===== config.mk =====
export PLATFORM = sky130hd
export DESIGN_NAME = alu_op_cycle_timing
export DESIGN_NICKNAME = d
export VERILOG_FILES = /design/src/logic/alu_timing_pkg.sv /design/src/logic/alu_op_cycle_timing.sv
export SDC_FILE = /design/constraint.sdc
export NUM_CORES = 1
export LEC_CHECK = 0
export ABC_AREA = 0
export ABC_CLOCK_PERIOD_IN_PS = 3200
export BUFFER_PORTS_ARGS = -buffer_cell sky130_fd_sc_hd__buf_2
export CORE_MARGIN = 8
export CORE_UTILIZATION = 45
export CTS_CLUSTER_SIZE = 20
export DETAILED_ROUTE_END_ITERATION = 6
export MAX_ROUTING_LAYER = met4
export PLACE_DENSITY = 0.67
export SETUP_SLACK_MARGIN = 0.02
export SYNTH_ARGS = -nofsm -noshare
export SYNTH_HDL_FRONTEND = slang
export SYNTH_SLANG_ARGS = --single-unit

===== constraint.sdc =====
create_clock -name clock -period 3.2 [get_ports clock]
set_input_delay 0.32 -clock clock [delete_from_list [all_inputs] [get_ports clock]]
set_output_delay 0.32 -clock clock [all_outputs]
set_load 0.05 [all_outputs]

===== src/logic/alu_timing_pkg.sv =====
// Shared types and timing constants for the operation cycle-count unit
package alu_timing_pkg;

  // Operations whose durations this unit produces
  typedef enum logic [4:0] {
    add_op,
    sub_op,
    and_op,
    or_op,
    compare_op,
    exclusive_or_op,
    signed_divide,
    unsigned_divide,
    signed_multiply,
    unsigned_multiply,
    add_immediate,
    sub_immediate,
    immediate_logical_and,
    or_immediate,
    xor_immediate,
    compare_immediate,
    add_quick,
    sub_quick,
    quick_constant_load
  } op_t;

  typedef enum logic [1:0] {
    size_byte,
    size_word,
    size_long
  } size_t;

  // Destination column of the timing tables
  typedef enum logic [1:0] {
    dest_address_register_operand,
    dest_data_register_operand,
    dest_memory
  } dest_t;

  // Source operand_locator addressing forms
  typedef enum logic [3:0] {
    loc_data_register_operand,
    loc_address_register_operand,
    loc_indirect,
    loc_post_increment,
    loc_pre_decrement,
    loc_displacement,
    loc_indexed,
    loc_absolute_short,
    loc_absolute_long,
    loc_pc_displacement,
    loc_pc_indexed,
    loc_immediate
  } locator_t;

  localparam int CLK_W = 10;
  localparam int EA_CLK_W = 8;
  localparam int EA_BUS_W = 4;
  localparam int BUS_W = 5;
  localparam int SRC_W = 16;

  // Entries packed as {clocks[15:8], reads[7:4], writes[3:0]}
  localparam logic [15:0] T_NONE = 16'h0000;
  localparam logic [15:0] T_8_2_0 = 16'h0820;
  localparam logic [15:0] T_10_2_0 = 16'h0a20;
  localparam logic [15:0] T_12_2_0 = 16'h0c20;
  localparam logic [15:0] T_12_2_1 = 16'h0c21;
  localparam logic [15:0] T_16_2_2 = 16'h1022;
  localparam logic [15:0] T_24_2_4 = 16'h1824;
  localparam logic [15:0] T_16_4_0 = 16'h1040;
  localparam logic [15:0] T_28_6_0 = 16'h1c60;
  localparam logic [15:0] T_26_6_0 = 16'h1a60;
  localparam logic [15:0] T_24_6_0 = 16'h1860;
  localparam logic [15:0] T_20_4_1 = 16'h1441;
  localparam logic [15:0] T_24_4_2 = 16'h1842;
  localparam logic [15:0] T_40_6_4 = 16'h2864;
  localparam logic [15:0] T_162_2_0 = 16'ha220;
  localparam logic [15:0] T_144_2_0 = 16'h9020;
  localparam logic [15:0] T_74_2_0 = 16'h4a20;

  localparam logic [7:0] LONG_BUMP_CLOCKS = 8'h02;
  localparam logic [7:0] MUL_BASE_CLOCKS = 8'h2a;
  localparam int ENTRY_CLK_HI = 15;
  localparam int ENTRY_CLK_LO = 8;
  localparam int ENTRY_RD_HI = 7;
  localparam int ENTRY_RD_LO = 4;
  localparam int ENTRY_WR_HI = 3;
  localparam int ENTRY_WR_LO = 0;
  localparam logic [CLK_W-1:0] COUNT_LAST = 10'h001;

endpackage

===== src/logic/alu_op_cycle_timing.sv =====
// Cycle-count timing unit for two-operand and immediate ALU operations
`timescale 1ns/1ps
`default_nettype none

// What this block does
// [RULE_01] Duration covers compute, result write-back and next instruction fetch.
// [RULE_02] Entries marked for address time add its clocks, reads and writes.
// [RULE_03] Duration reported as total clocks, bus reads and bus writes.
// [RULE_04] Long base of ten becomes twelve for register-direct or immediate sources; compare_op long keeps ten.
// [RULE_05] Exclusive-or into data register accepts only a data register source.
// [RULE_06] Divide 162 signed, 144 unsigned, multiply 74 maximum, two reads, plus address.
// [RULE_07] Divide best and worst durations stay within ten percent.
// [RULE_08] Multiply takes 42 plus twice n clock periods.
// [RULE_09] Signed multiply n counts differing adjacent pairs of zero-extended source.
// [RULE_10] Unsigned multiply n is the number of set source bits.
// [RULE_11] Immediate operations include the reads that fetch the immediate value; sub_immediate into memory uses the plain mem_rmw entry without them.
// [RULE_12] Quick constant load takes 8 clocks, two reads, no writes.
// [RULE_13] Byte immediate AND into data register takes 16 clocks, four reads.
// [RULE_14] Counter loaded with base plus address time; next instruction on expiry.
module alu_op_cycle_timing (
  // Clock and reset
  input  wire logic                                clock,
  input  wire logic                                rst_b,
  // Operation request
  input  wire logic                                start,
  input  wire alu_timing_pkg::op_t                 op,
  input  wire alu_timing_pkg::size_t               op_size,
  input  wire alu_timing_pkg::dest_t               dest,
  input  wire alu_timing_pkg::locator_t            src_locator,
  input  wire logic [alu_timing_pkg::SRC_W-1:0]    src_value,
  // Operand address evaluation time from the address stage
  input  wire logic [alu_timing_pkg::EA_CLK_W-1:0] ea_clocks,
  input  wire logic [alu_timing_pkg::EA_BUS_W-1:0] ea_reads,
  input  wire logic [alu_timing_pkg::EA_BUS_W-1:0] ea_writes,
  // Duration report
  output logic                                     busy,
  output logic                                     next_fetch,
  output logic                                     illegal,
  output logic [alu_timing_pkg::CLK_W-1:0]         total_clocks,
  output logic [alu_timing_pkg::BUS_W-1:0]         total_reads,
  output logic [alu_timing_pkg::BUS_W-1:0]         total_writes
);
  import alu_timing_pkg::*;

  function automatic logic [15:0] mem_rmw(input size_t sz);
    mem_rmw = (sz == size_byte) ? T_12_2_1 : (sz == size_word) ? T_16_2_2 : T_24_2_4;
  endfunction

  function automatic logic [15:0] imm_mem(input size_t sz);
    imm_mem = (sz == size_byte) ? T_20_4_1 : (sz == size_word) ? T_24_4_2 : T_40_6_4;
  endfunction

  function automatic logic [15:0] imm_reg(input size_t sz);
    imm_reg = (sz == size_long) ? T_28_6_0 : T_16_4_0;
  endfunction

  function automatic logic [4:0] popcount(input logic [SRC_W-1:0] v);
    logic [4:0] c;
    c = 5'h00;
    for (int i = 0; i < SRC_W; i++) begin
      c = c + {4'h0, v[i]};
    end
    popcount = c;
  endfunction

  // Returns {valid, add_ea_time, entry}
  function automatic logic [17:0] lookup(input op_t o, input size_t sz, input dest_t ds,
                                         input locator_t loc);
    logic [15:0] e;
    logic        v;
    logic        a;
    logic        lng;
    e = T_NONE;
    v = 1'b1;
    a = 1'b1;
    lng = (sz == size_long);
    case (o)
      add_op, sub_op: begin
        if (ds == dest_address_register_operand) begin
          v = (sz != size_byte);
          e = lng ? T_10_2_0 : T_12_2_0;
        end else if (ds == dest_data_register_operand) begin
          e = lng ? T_10_2_0 : T_8_2_0;
        end else begin
          e = mem_rmw(sz);
        end
      end
      and_op, or_op: begin
        v = (ds != dest_address_register_operand);
        e = (ds == dest_memory) ? mem_rmw(sz) : (lng ? T_10_2_0 : T_8_2_0);
      end
      compare_op: begin
        v = (ds != dest_memory) && !(ds == dest_address_register_operand && sz == size_byte);
        e = (ds == dest_address_register_operand || lng) ? T_10_2_0 : T_8_2_0;
      end
      exclusive_or_op: begin
        if (ds == dest_data_register_operand) begin
          v = (loc == loc_data_register_operand); // [RULE_05]
          e = lng ? T_12_2_0 : T_8_2_0;
        end else begin
          v = (ds == dest_memory);
          e = mem_rmw(sz);
        end
      end
      signed_divide: begin
        v = (ds == dest_data_register_operand);
        e = T_162_2_0; // [RULE_06] [RULE_07]
      end
      unsigned_divide: begin
        v = (ds == dest_data_register_operand);
        e = T_144_2_0; // [RULE_06] [RULE_07]
      end
      signed_multiply, unsigned_multiply: begin
        v = (ds == dest_data_register_operand);
        e = T_74_2_0; // [RULE_06]
      end
      add_immediate, immediate_logical_and, or_immediate, xor_immediate: begin
        v = (ds != dest_address_register_operand);
        a = (ds == dest_memory);
        e = (ds == dest_memory) ? imm_mem(sz) : imm_reg(sz); // [RULE_11] [RULE_13]
      end
      sub_immediate: begin
        v = (ds != dest_address_register_operand);
        a = (ds == dest_memory);
        e = (ds == dest_memory) ? mem_rmw(sz) : imm_reg(sz); // [RULE_11]
      end
      compare_immediate: begin
        v = (ds != dest_address_register_operand);
        a = 1'b0;
        if (ds == dest_memory) begin
          e = lng ? T_24_6_0 : T_16_4_0;
        end else begin
          e = lng ? T_26_6_0 : T_16_4_0;
        end
      end
      add_quick: begin
        v = (ds != dest_address_register_operand);
        a = (ds == dest_memory);
        e = (ds == dest_memory) ? mem_rmw(sz) : (lng ? T_12_2_0 : T_8_2_0);
      end
      sub_quick: begin
        v = !(ds == dest_address_register_operand && sz == size_byte);
        a = (ds == dest_memory);
        if (ds == dest_memory) begin
          e = imm_mem(sz);
        end else begin
          e = (lng || ds == dest_address_register_operand) ? T_12_2_0 : T_8_2_0;
        end
      end
      quick_constant_load: begin
        v = (ds == dest_data_register_operand) && lng;
        a = 1'b0;
        e = T_8_2_0; // [RULE_12]
      end
      default: begin
        v = 1'b0;
        e = T_NONE;
      end
    endcase
    lookup = {v, a, e};
  endfunction

  // Table decode
  wire logic [17:0] entry_word = lookup(op, op_size, dest, src_locator);
  wire logic        entry_valid = entry_word[17];
  wire logic        entry_adds_ea = entry_word[16];
  wire logic [7:0]  base_clocks = entry_word[ENTRY_CLK_HI:ENTRY_CLK_LO];
  wire logic [3:0]  base_reads = entry_word[ENTRY_RD_HI:ENTRY_RD_LO];
  wire logic [3:0]  base_writes = entry_word[ENTRY_WR_HI:ENTRY_WR_LO];

  // Long-size bump for register-direct or immediate sources
  wire logic src_direct = (src_locator == loc_data_register_operand)
                       || (src_locator == loc_address_register_operand)
                       || (src_locator == loc_immediate);
  wire logic bump_op = (op == add_op) || (op == sub_op)
                    || (((op == and_op) || (op == or_op))
                        && (dest == dest_data_register_operand));
  wire logic bump = bump_op && (op_size == size_long) && src_direct
                 && (dest != dest_memory); // [RULE_04]

  // Data-dependent multiply count
  wire logic [SRC_W:0] src_tagged = {1'b0, src_value};
  wire logic [4:0]     n_signed = popcount(src_tagged[SRC_W:1] ^ src_tagged[SRC_W-1:0]); // [RULE_09]
  wire logic [4:0]     n_unsigned = popcount(src_value); // [RULE_10]
  wire logic           is_mul = (op == signed_multiply) || (op == unsigned_multiply);
  wire logic [4:0]     mul_n = (op == signed_multiply) ? n_signed : n_unsigned;
  // Actual multiply time replaces the 74-clock maximum
  wire logic [7:0]     mul_clocks = MUL_BASE_CLOCKS + {2'b00, mul_n, 1'b0}; // [RULE_08]

  wire logic [7:0] op_clocks = is_mul ? mul_clocks
                             : (bump ? base_clocks + LONG_BUMP_CLOCKS : base_clocks);

  // Address evaluation add-on
  wire logic [EA_CLK_W-1:0] add_clocks = entry_adds_ea ? ea_clocks : '0; // [RULE_02]
  wire logic [EA_BUS_W-1:0] add_reads = entry_adds_ea ? ea_reads : '0;
  wire logic [EA_BUS_W-1:0] add_writes = entry_adds_ea ? ea_writes : '0;

  // Totals include compute, write-back and next fetch as the entries do
  wire logic [CLK_W-1:0] sum_clocks = {2'b00, op_clocks} + {2'b00, add_clocks}; // [RULE_01]
  wire logic [BUS_W-1:0] sum_reads = {1'b0, base_reads} + {1'b0, add_reads}; // [RULE_03]
  wire logic [BUS_W-1:0] sum_writes = {1'b0, base_writes} + {1'b0, add_writes}; // [RULE_03]

  logic [CLK_W-1:0] count_reg;

  wire logic accept = start && !busy;
  wire logic expire = busy && (count_reg == COUNT_LAST);

  // Per-operation countdown
  always_ff @(posedge clock or negedge rst_b) begin
    if (!rst_b) begin
      count_reg <= '0;
      busy <= 1'b0;
    end else if (accept && entry_valid) begin
      count_reg <= sum_clocks; // [RULE_14]
      busy <= 1'b1;
    end else if (expire) begin
      count_reg <= '0;
      busy <= 1'b0;
    end else if (busy) begin
      count_reg <= count_reg - COUNT_LAST;
    end
  end

  // Report registers; an illegal combination finishes at once with zero counts
  always_ff @(posedge clock or negedge rst_b) begin
    if (!rst_b) begin
      next_fetch <= 1'b0;
      illegal <= 1'b0;
      total_clocks <= '0;
      total_reads <= '0;
      total_writes <= '0;
    end else begin
      next_fetch <= expire || (accept && !entry_valid); // [RULE_14]
      if (accept) begin
        illegal <= !entry_valid;
        total_clocks <= entry_valid ? sum_clocks : '0;
        total_reads <= entry_valid ? sum_reads : '0;
        total_writes <= entry_valid ? sum_writes : '0;
      end
    end
  end

endmodule
`default_nettype wire


# Word level (Yosys, flattened, before mapping)
# Cells that the tools add are included.
# op_classes
add_sub_neg,36
n_mul,0
div_mod_pow,0
order_cmp,0
eq_ne,26
n_shift,0
muxes,40
n_bitwise,1
n_reduce_logical,38
# ops
operator,n
$pmux W16 S13,1
$add A5 B1 Y5,22
$mux W13,5
$mux W12,5
$mux W10,5
$mux W16,3
$mux W14,3
$eq A5 B4 Y1 const B,8
$mux W11,3
$mux W8,3
$eq A5 B3 Y1 const B,4
$xor A15 B16 Y16,1
$eq A5 B5 Y1 const B,3
$mux W5,3
$logic_and A1 B1 Y1,11
$add A4 B1 Y5,2
$add A4 B4 Y5,2
$eq A10 B1 Y1 const B,1
$eq A5 B2 Y1 const B,2
$sub A10 B1 Y10 const B,1
$add A8 B8 Y9,1
$mux W9,1
$reduce_or A9 Y1,1
$add A3 B1 Y4,2
other kinds (24),48
# totals
reg_bits,33
latch_bits,0
ram_bits,0
romBits,0
input_bits,48
output_inout_bits,23
word_cells,148
mem_count,0

# Logic depth before layout (Yosys ltp)
# Gate-level depths: netlist of run 1.
# logic_depth
depth_word,21
mapped_depth,24
mapped_depth_nobuf,24

# Worst setup path after synthesis of run 1
# Ideal clock, no wire load.
# synth_timing
path_type,input -> register
start,in src_value[0] (netlist bit)
end,reg count_reg[7]
setup_ns,0.134
arrival_ns,5.598
required_ns,3.066
setup_slack_ns,-2.531
path_stages,24
path_buffers,0
path_cell_list,ha_1 inv_1 fa_1 inv_1 fa_1 fa_1 inv_1 fa_1 inv_1 ha_1 fa_1 nand2_1 nand2_1 ha_1 xnor2_1 nor2_1 a221oi_1 ha_1 nor2b_1 o21a_1 o21ai_0 mux2_2 o211ai_1 o21ai_0
# synth_between
elab_chain_cells,21
word_cells_on_any_way,36
classes_between,add/sub: 32; mux: 3; bitwise: 1
# synth_rtl
element,line,text
start: declaration,alu_op_cycle_timing.sv:30,"input wire logic [alu_timing_pkg::SRC_W-1:0] src_value,"
$xor A15 B16 Y16,alu_op_cycle_timing.sv:183,wire logic [4:0] n_signed = popcount(src_tagged[SRC_W:1] ^ src_tagged[SRC_W-1:0]);
$add A1 B1 Y2,alu_op_cycle_timing.sv:61,"c = c + {4'h0, v[i]};"
$add A2 B1 Y3,alu_op_cycle_timing.sv:61,
$add A3 B1 Y4,alu_op_cycle_timing.sv:61,
$add A4 B1 Y5,alu_op_cycle_timing.sv:61,
$add A5 B1 Y5 (11 in series),alu_op_cycle_timing.sv:61,
$mux W5 *,alu_op_cycle_timing.sv:186,wire logic [4:0] mul_n = (op == signed_multiply) ? n_signed : n_unsigned;
$add A6 B6 Y7 *,alu_op_cycle_timing.sv:188,"wire logic [7:0] mul_clocks = MUL_BASE_CLOCKS + {2'b00, mul_n, 1'b0};"
$mux W8 *,alu_op_cycle_timing.sv:190,wire logic [7:0] op_clocks = is_mul ? mul_clocks
$add A8 B8 Y9 *,alu_op_cycle_timing.sv:199,"wire logic [CLK_W-1:0] sum_clocks = {2'b00, op_clocks} + {2'b00, add_clocks};"
$mux W10 *,alu_op_cycle_timing.sv:213,end else if (accept && entry_valid) begin
end signal: assignment,alu_op_cycle_timing.sv:214,count_reg <= sum_clocks;
end signal: assignment,alu_op_cycle_timing.sv:220,count_reg <= count_reg - COUNT_LAST;
end: declaration,alu_op_cycle_timing.sv:203,logic [CLK_W-1:0] count_reg;
# Every way passes the cells marked *; elsewhere a longest branch is shown, timed or not.
# A chain may end at the register's enable or synchronous reset.

# Worst setup path in the final report of run 1
# layout_timing
start,in src_value[1] (netlist bit)
end,reg count_reg[7]
# Same word-level chain as after synthesis.

==> results of run 1 <==
[cells in the mapped netlist, drive strengths merged, types with 3 or more instances]
library cell / instances
a211o: 3
a21boi: 3
a21o: 5
a21oi: 24
a22oi: 3
a311oi: 3
a31oi: 6
and2: 16
and3: 6
buf: 10
clkbuf: 21
dfrtp: 32
fa: 23
ha: 27
inv: 49
mux2: 3
mux2i: 4
nand2: 61
nand2b: 8
nand3: 17
nand4: 4
nor2: 35
nor2b: 13
nor3: 12
nor4: 3
o211ai: 5
o21ai: 38
o21bai: 3
o22ai: 3
o31ai: 3
o32ai: 3
or3: 4
xnor2: 12
xor2: 12
[layout make-up]
cell class                 instances  area, sq um  area share [%]
timing repair buffer             172         1140            21.2
inverter                          49          184            3.41
multi-input combinational        397         3020            56.0
clock buffer                       5         68.8            1.28
clock inverter                     3         42.5           0.789
tap                              108          135            2.51
sequential                        32          801            14.8
[metal layers]
metal / global-route usage [%] / vias to the layer above / part of all wire (%)
li1: - / 2061 / -
met1: 25.5 / 2016 / 43
met3: 2.33 / 12 / 4.0
met5: - / - / 0
met4: 3.57 / 0 / 1.4
met2: 36.5 / 109 / 52
[metrics by stage]
step                worst slack, ns  TNS, ns
CTS                           -2.13   -26.30
floorplan                     -2.20   -25.87
detailed placement            -2.56   -33.13
global placement              -2.46   -31.79
finish                        -2.20   -27.34
global route                  -2.37   -30.07
[critical path, cell delays in order]
cell and delay [ns]:
buf_8 0.10, ha_4 0.25, inv_2 0.03, fa_1 0.50, inv_1 0.05, fa_1 0.46, fa_1 0.51, inv_2 0.04
fa_1 0.49, inv_2 0.05, ha_4 0.15, fa_2 0.55, nand2_2 0.06, nand2_2 0.08, ha_4 0.14, xnor2_2 0.10
nor2_1 0.07, a221oi_2 0.19, ha_1 0.27, nor2b_1 0.13, o21a_1 0.21, o21ai_2 0.19, mux2_4 0.32, o211ai_1 0.20
o21ai_1 0.09
[layout by cell type (no fill, tap or decap), types with 4 or more instances in the layout]
cell type  count
buf_4        101
buf_2         67
nand2_1       57
inv_1         46
nor2_1        34
dfrtp_1       32
o21ai_0       30
a21oi_1       23
ha_1          23
fa_1          21
nand3_1       17
and2_1        16
nor2b_1       12
xor2_1        12
nor3_1        12
xnor2_1        8
nand2b_1       8
and3_1         6
o21ai_1        6
o211ai_1       5
a31oi_1        5
a21o_1         5
clkbuf_8       5
or3_1          4
xnor2_2        4
nand4_1        4
ha_4           4
[report_power, final]
group          internal, uW  switching (uW)
clock                   230             163
combinational          1060            1100
sequential              480            68.4
total                  1770            1330
[cell families (layout without fill, tap and decap cells)]
kind of cell | after synthesis | in the layout | synth area share [%]
AOI/OAI and AO/OA | 123 | 123 | 20.5
xor gates and xnor gates | 24 | 24 | 5.29
adders and majority gates | 50 | 50 | 20.1
buffers and inverters | 80 | 229 | 8.02
DFF | 32 | 32 | 20.1
muxes | 7 | 7 | 1.95
other | 1 | 1 | 0.0943
and+or+nand+nor | 192 | 192 | 23.9
[repair_timing]
action / 4_1_cts / 5_1_grt
buffers inserted: 3 / 5
setup endpoints to repair: 16 / 16
cloned: 0 / 0
gates resized for setup: 17 / 12
pin swaps: 13 / 13
[worst paths after layout]
check / startpoint / endpoint / slack [ns]
worst max-delay path: src_value[1] / count_reg[7] / -2.20
worst min-delay path: rst_b / count_reg[9] / 0.07
worst max register to register: count_reg[1] / count_reg[3] / 0.94
worst min register to register: total_clocks[2] / total_clocks[2] / 0.47
max in group asynchronous: rst_b / total_reads[0] / 2.67
min in group clock: ea_reads[3] / total_reads[4] / 0.28
==> impl_metrics.tcl, run 1 <==
set metrics [dict create \
    dp_cells 753 \
    yosys_warnings 0 \
    post-route-period-util_pct 169 \
    leakage_uw 0.00273 \
    die_area_sq_um 12100 \
    nets 755 \
    synth.distinct_cells 65 \
    cts_tree "yes" \
    place_hpwl_mm 9.76 \
    p_per_area_nw_per_um2 574 \
    worst_ep_required_time_ns 3.37 \
    clk_pin_slew_ns 0.07 \
    initial_utilization_pct 46.0 \
    die_w_um 110 \
    coreArea_sq_um 8640 \
    fin_util_pct 62.5 \
    yosysSeqAreaShare_pct 20.1 \
    drc 0 \
    slew_headroom_pct 42.5 \
    io_pins 71 \
    finalPower_uw 3100 \
    grt_max_degree 33 \
    gp_congestion 0.943 \
    wl_per_cell_um 15.8 \
    drive_above_1_share_pct 32.7 \
    setup.worst_path.start_class "input pin" \
    worst_setup_path_end_kind "flip-flop" \
    async_reset_ff_share_pct 100 \
    setup_slack_ns -2.20 \
    cts_made_buffers 5 \
    synthToLayoutAreaGrowth_pct 35.7 \
    ir_drop_uv 448 \
    via_per_inst 5.48 \
    ys_ff_latch 32 \
    dpl_cell_area_sq_um 5110 \
    rows 34 \
    yosys.area.top_type "dfrtp_1" \
    rsz0062_at_grt "yes" \
    totalWireLength_mm 12.1 \
    largest_reg_flops 10 \
    drtAntennaViolNets 0 \
    report.final.slew_viol_count 0 \
    setup_viol 16 \
    fillerInstances 782 \
    postSynthCellCount 509 \
    vias 4198 \
    gr-total-overflow 0 \
    yosys-top-cells-area "dfrtp_1 (20%), fa_1 (12%), ha_1 (8.5%)" \
    fin_skew_ns 0.00370 \
    io_buffers 69 \
    max_clock_freq_mhz 185 \
    synth_top_area_share_pct 20.1 \
    dr.pass1.iters 5 \
    cts.path.max_buffers 2 \
    status "finished, violations left" \
    antenna_found_initial 0 \
    die_h_um 110 \
    crit_type "input pin to flip-flop" \
    stdcell_count 766 \
    worstHoldPathType "input pin to asynchronous set/reset pin" \
    reg2reg_depth 8 \
    grt_pass1_vias 4352 \
    cts.sink_count 32 \
    arrival_ns 5.57 \
    postCtsHoldBufs 0 \
    period_needed_ns 5.40 \
    grt_pass1_wl_mm 20.0 \
    critPathMaxFanout 2 \
    final_area_sq_um 5390 \
    hold_viol 0 \
    syn_area_sq_um 3980 \
    h-tree-depth 2 \
    clkLatencyLatePin_ns 0.29 \
    avgSynthCellArea_sq_um 7.81 \
    hold_slack_ns 0.0717 \
    worst_pin_slew_ns 0.863 \
    ys.flop_type "dfrtp_1" \
    cts-root-buf "clkbuf_8" \
    syn_nets 607 \
    synth_edf_count 0 \
    diodes 0 \
    drt_iter0_markers 143 \
    violations "negative setup slack" \
    track_usage_pct 20.8 \
    maxCapViolations 0 \
]
(Power assumes the default switching activity.)
==> inputs of run 2 (changes only) <==
ABC_CLOCK_PERIOD_IN_PS = 5850   (was 3200)
CAP_MARGIN = 25   (was not set)
clock period = 5.85 ns   (was 3.2 ns; I/O delays follow)
==> run 2 against run 1 <==
  * The run now ends clean
  * Highest routed layer unchanged
  * Cell area shrank 13%
  * Flip-flop and latch count is the same
  * Final cell count fell by 11%
  * Wire length shrank 14%
  * Non-clock buffer count is 82 lower
==> impl_metrics.tcl, run 2 (synthesis results as in run 1) <==
set metrics [dict create \
    worst_ep_required_time_ns 6.01 \
    p_per_area_nw_per_um2 317 \
    dr.pass1.iters 5 \
    arrival_ns 5.90 \
    dp_cells 675 \
    mostFrequentLayoutCells "buf_2 (67), nand2_1 (61), inv_1 (47)" \
    vias 3809 \
    synthToLayoutAreaGrowth_pct 17.4 \
    initial_utilization_pct 46.0 \
    status "complete, no violations" \
    rows 34 \
    io_buffers 69 \
    cts-root-buf "clkbuf_8" \
    largest_reg_flops 10 \
    crit_type "input pin to flip-flop" \
    totalWireLength_mm 10.4 \
    die_h_um 110 \
    cts.sink_count 32 \
    grt_pass1_wl_mm 17.4 \
    hold_slack_ns 0.355 \
    diodes 0 \
    critPathMaxFanout 2 \
    drc 0 \
    report.final.slew_viol_count 0 \
    io_pins 71 \
    fin_util_pct 54.1 \
    nets 673 \
    max_clock_freq_mhz 174 \
    cts_made_buffers 5 \
    r2r-start "count_reg[1]" \
    gr-total-overflow 0 \
    die_area_sq_um 12100 \
    grt_pass1_vias 3866 \
    stdcell_count 684 \
    antenna_found_initial 0 \
    setup.worst_path.start_class "input pin" \
    setup_slack_ns 0.105 \
    rsz0062_at_grt "yes" \
    crit_family "adder cells" \
    hold_viol 0 \
    reg2reg_depth 8 \
    cts_tree "yes" \
    period_needed_ns 5.74 \
    cp_slowest_cell "fa_1" \
    via_per_inst 5.57 \
    r2r-end "count_reg[3]" \
    drt_iter0_markers 303 \
    drtAntennaViolNets 0 \
    post-route-period-util_pct 98.2 \
    postCtsHoldBufs 0 \
    worstHoldPathType "input pin to asynchronous set/reset pin" \
    layout_commonest_cell "buf_2" \
    slowest_delay_ns 0.56 \
    h-tree-depth 2 \
    track_usage_pct 18.1 \
    grt_max_degree 33 \
    r2r_setup_slack_ns 3.59 \
    worst_pin_slew_ns 0.856 \
    fin_skew_ns 0.00599 \
    die_w_um 110 \
    path_common_cell "fa_1" \
    gp_congestion 0.925 \
    coreArea_sq_um 8640 \
    fillerInstances 836 \
    clk_pin_slew_ns 0.06 \
    drive_above_1_share_pct 20.8 \
    pre_cts_ws_ns -0.324 \
    setup_viol 0 \
    clkLatencyLatePin_ns 0.28 \
    place_hpwl_mm 8.24 \
    wl_per_cell_um 15.2 \
    crit_buf_inv 5 \
    worst_setup_path_end_kind "flip-flop" \
    ir_drop_uv 196 \
    maxCapViolations 0 \
    slew_headroom_pct 42.9 \
    leakage_uw 0.00230 \
    cts.path.max_buffers 2 \
]
[run 2: worst max-delay path by stage]
stage,slack [ns],endpoint,cells past startpoint,start
final,0.11,count_reg[7],25,src_value[0]
after global routing,-0.16,count_reg[7],23,src_value[0]
after CTS,0.04,count_reg[7],25,src_value[0]
after detailed placement,-0.32,count_reg[7],25,src_value[0]
after global placement,-0.19,count_reg[7],25,src_value[0]
after floorplan,0.03,count_reg[7],24,src_value[0]
[run 2: metal layers]
layer / global-route usage [%] / part of all wire [%] / vias up / wire [um]
li1: - / - / 1887 / -
met1: 22.2 / 43 / 1801 / 4460
met2: 30.3 / 49 / 107 / 5120
met3: 2.33 / 6.3 / 14 / 655
met4: 5.79 / 1.5 / 0 / 157
met5: - / 0 / - / 0
[run 2: timing repair]
item	in CTS	in global routing
resized for setup	5	11
setup buffers	0	1
setup endpoints to repair	2	6
cloned	0	0
pin swaps	8	12
[run 2: worst register-to-register path: cells and delay by family, from the launching register on]
family,cells,cell delay (ns)
AO/OA/AOI/OAI,2,0.37
adder cells (fa/ha/maj),1,0.16
buffers and inverters,1,0.13
flip-flops,1,0.37
AND/OR/NAND/NOR,4,1.12
[run 2: per-stage QoR]
step	power (uW)	cell area, sq um	setup TNS (ns)
2_1_floorplan	987	3980	0
3_3_place_gp	1150	4480	-0.517
3_5_place_dp	1180	4480	-1.08
4_1_cts	1430	4620	0
5_1_grt	1630	4670	-0.291
6_report	1480	4670	0
[run 2: power breakdown]
| group | switching, uW | internal [uW] |
|---|---|---|
| Sequential | 35.4 | 263 |
| Combinational | 511 | 441 |
| Clock | 81.4 | 150 |
[run 2: final cells by class]
cell class	count	area (sq um)	share of cell area (%)
clock buffer	7	96.3	2.06
clock inverter	1	30.0	0.643
inverter	49	184	3.94
multi-input combinational	397	2910	62.3
sequential	32	801	17.1
tap	108	135	2.89
timing repair buffer	90	515	11.0
==> inputs of run 3 (changes only) <==
--- a/config.mk
+++ b/config.mk
@@ -9,5 +9,5 @@
 export ABC_CLOCK_PERIOD_IN_PS = 5850
 export BUFFER_PORTS_ARGS = -buffer_cell sky130_fd_sc_hd__buf_2
-export CAP_MARGIN = 25
+export CAP_MARGIN = 20
 export CORE_MARGIN = 8
 export CORE_UTILIZATION = 45
==> constraint.sdc (replaced) <==
create_clock -name clock -period 5.85 [get_ports clock]
set_input_delay 0 -clock clock [delete_from_list [all_inputs] [get_ports clock]]
set_output_delay 0 -clock clock [all_outputs]
set_load 0.05 [all_outputs]
==> run 3 against run 2 <==
  * Worst hold slack worse by 0.17 ns
  * Highest routed layer unchanged
  * Fmax is 5.1% higher
  * Die area unchanged
  * Sequential share of layout area rose by 0.80 points
  * Critical path depth unchanged
  * Register-to-register slack is essentially flat
  * Critical endpoint unchanged
  * Wire length decreased by 2.0%
  * Final cell count fell by 2.3%
  * Via count decreased by 0.92%
==> impl_metrics.tcl, run 3 (synthesis results as in run 1) <==
set metrics [dict create \
    status "complete, no violations" \
    switching_share_pct 45.1 \
    totalWireLength_mm 10.2 \
    leakage_uw 0.00218 \
    cts.sink_count 32 \
    drt_iter0_markers 336 \
    largest_reg_flops 10 \
    dr.pass1.iters 5 \
    critPathMaxFanout 4 \
    diodes 0 \
    slew_headroom_pct 43.3 \
    clkPwrFrac_pct 12.1 \
    grt_max_degree 33 \
    top_usage_layer "met2" \
    r2r_setup_slack_ns 3.58 \
    cp_slowest_cell "fa_1" \
    worst_setup_path_end_kind "flip-flop" \
    path_common_cell "fa_1" \
    final_area_sq_um 4460 \
    drive_above_1_share_pct 15.7 \
    intPower_uw 726 \
    finalPower_uw 1320 \
    pre_cts_ws_ns -0.00952 \
    reg2reg_depth 8 \
    gr-total-overflow 0 \
    gp_congestion 0.932 \
    switching_power_uw 595 \
    clk_pin_slew_ns 0.07 \
    fin_skew_ns 0.00779 \
    ir_drop_uv 221 \
    io_pins 71 \
    nets 658 \
    cts.path.max_buffers 2 \
    r2r-start "count_reg[1]" \
    layout_commonest_cell "buf_2" \
    crit_type "input pin to flip-flop" \
    crit_start "src_value[1]" \
    initial_utilization_pct 46.0 \
    drc 0 \
    rsz0062_at_grt "no" \
    via_per_inst 5.65 \
    setup_slack_ns 0.384 \
    wl_per_cell_um 15.3 \
    cts_made_buffers 5 \
    grt_pass1_wl_mm 16.5 \
    drtAntennaViolNets 0 \
    period_needed_ns 5.47 \
    grt_pass1_vias 3668 \
    worstHoldPathType "input pin to flip-flop" \
    synthToLayoutAreaGrowth_pct 12.2 \
    dpl_cell_area_sq_um 4330 \
    die_area_sq_um 12100 \
    clkLatencyLatePin_ns 0.28 \
    pwr-share-seq_pct 22.6 \
    hold_viol 0 \
    post-route-period-util_pct 93.4 \
    grt_use_met3_pct 1.28 \
    worst_pin_slew_ns 0.850 \
    met1_usage_pct 21.7 \
    place_hpwl_mm 8.11 \
    comb_power_share_pct 65.4 \
    track_usage_pct 17.0 \
    r2r-end "count_reg[3]" \
    p_per_area_nw_per_um2 296 \
    fillerInstances 875 \
    worst_ep_required_time_ns 6.00 \
    slowest_delay_ns 0.55 \
    arrival_ns 5.62 \
    vias 3774 \
    antenna_found_initial 0 \
    report.final.slew_viol_count 0 \
    mostFrequentLayoutCells "buf_2 (69), nand2_1 (61), inv_1 (49)" \
    h-tree-depth 2 \
    maxCapViolations 0 \
    rows 34 \
    cts-root-buf "clkbuf_8" \
    worst-path-stages 25 \
    setup_viol 0 \
    use_met2_pct 28.5 \
    setup.worst_path.start_class "input pin" \
    io_buffers 69 \
    max_clock_freq_mhz 183 \
    setup.worst_path.end "count_reg[7]" \
    crit_family "adder cells" \
    crit_buf_inv 5 \
    cts_tree "yes" \
    die_h_um 110 \
    die_w_um 110 \
    coreArea_sq_um 8640 \
]
run 3: worst min path at each step:
stage	startpoint	to	slack, ns	depth (start not counted)
after global routing	ea_reads[1]	total_reads[1]	0.23	5
after detailed placement	rst_b	count_reg[9]	0.09	1
after global placement	rst_b	count_reg[9]	0.08	1
after floorplan	rst_b	busy	-0.30	0
after CTS	ea_writes[0]	total_writes[0]	0.20	5
final	ea_writes[0]	total_writes[0]	0.18	5
run 3: what timing repair did:
| item | in CTS | in global routing |
|---|---|---|
| hold endpoints to repair | 37 | 0 |
| setup buffers | 0 | 0 |
| gates resized for setup | 0 | 1 |
| hold buffers | 5 | 0 |
| setup endpoints to repair | 0 | 2 |
run 3: through the flow:
stage	TNS, ns	utilization [%]	cells	hold slack (ns)
6_report	0	51.7	668	0.184
5_1_grt	0	51.7	668	0.225
4_1_cts	0	51.7	668	0.196
3_5_place_dp	-0.00952	50.1	656	0.0877
3_3_place_gp	0	50.1	656	0.0776
2_1_floorplan	0	-	509	-0.296
run 3: per-layer routing:
layer	routed length [um]	share of wire [%]
met1	4400	43
met2	5070	50
met3	593	5.8
met4	129	1.3
met5	0	0
run 3: final cells by class:
class / instances / area [sq um] / share of cell area (%)
repair buffers: 75 / 403 / 9.03
clock inverters: 2 / 12.5 / 0.281
multi-input cells: 397 / 2860 / 64.0
inverters: 49 / 184 / 4.12
clock buffers: 5 / 68.8 / 1.54
flip-flops and latches: 32 / 801 / 18.0
well taps: 108 / 135 / 3.03
run 3: power by group through the flow:
stage / combinational (uW) / clock (uW) / sequential, uW
after floorplan: 663 / 0 / 321
final: 864 / 159 / 298
after global placement: 835 / 0 / 300
after CTS: 872 / 163 / 297
after detailed placement: 865 / 0 / 301
after global routing: 987 / 172 / 305
run 3: worst min-delay path, cell delays in order:
cell,delay (ns)
buf_2,0.07
and2_1,0.11
ha_1,0.12
nand3_1,0.06
nand2_1,0.06
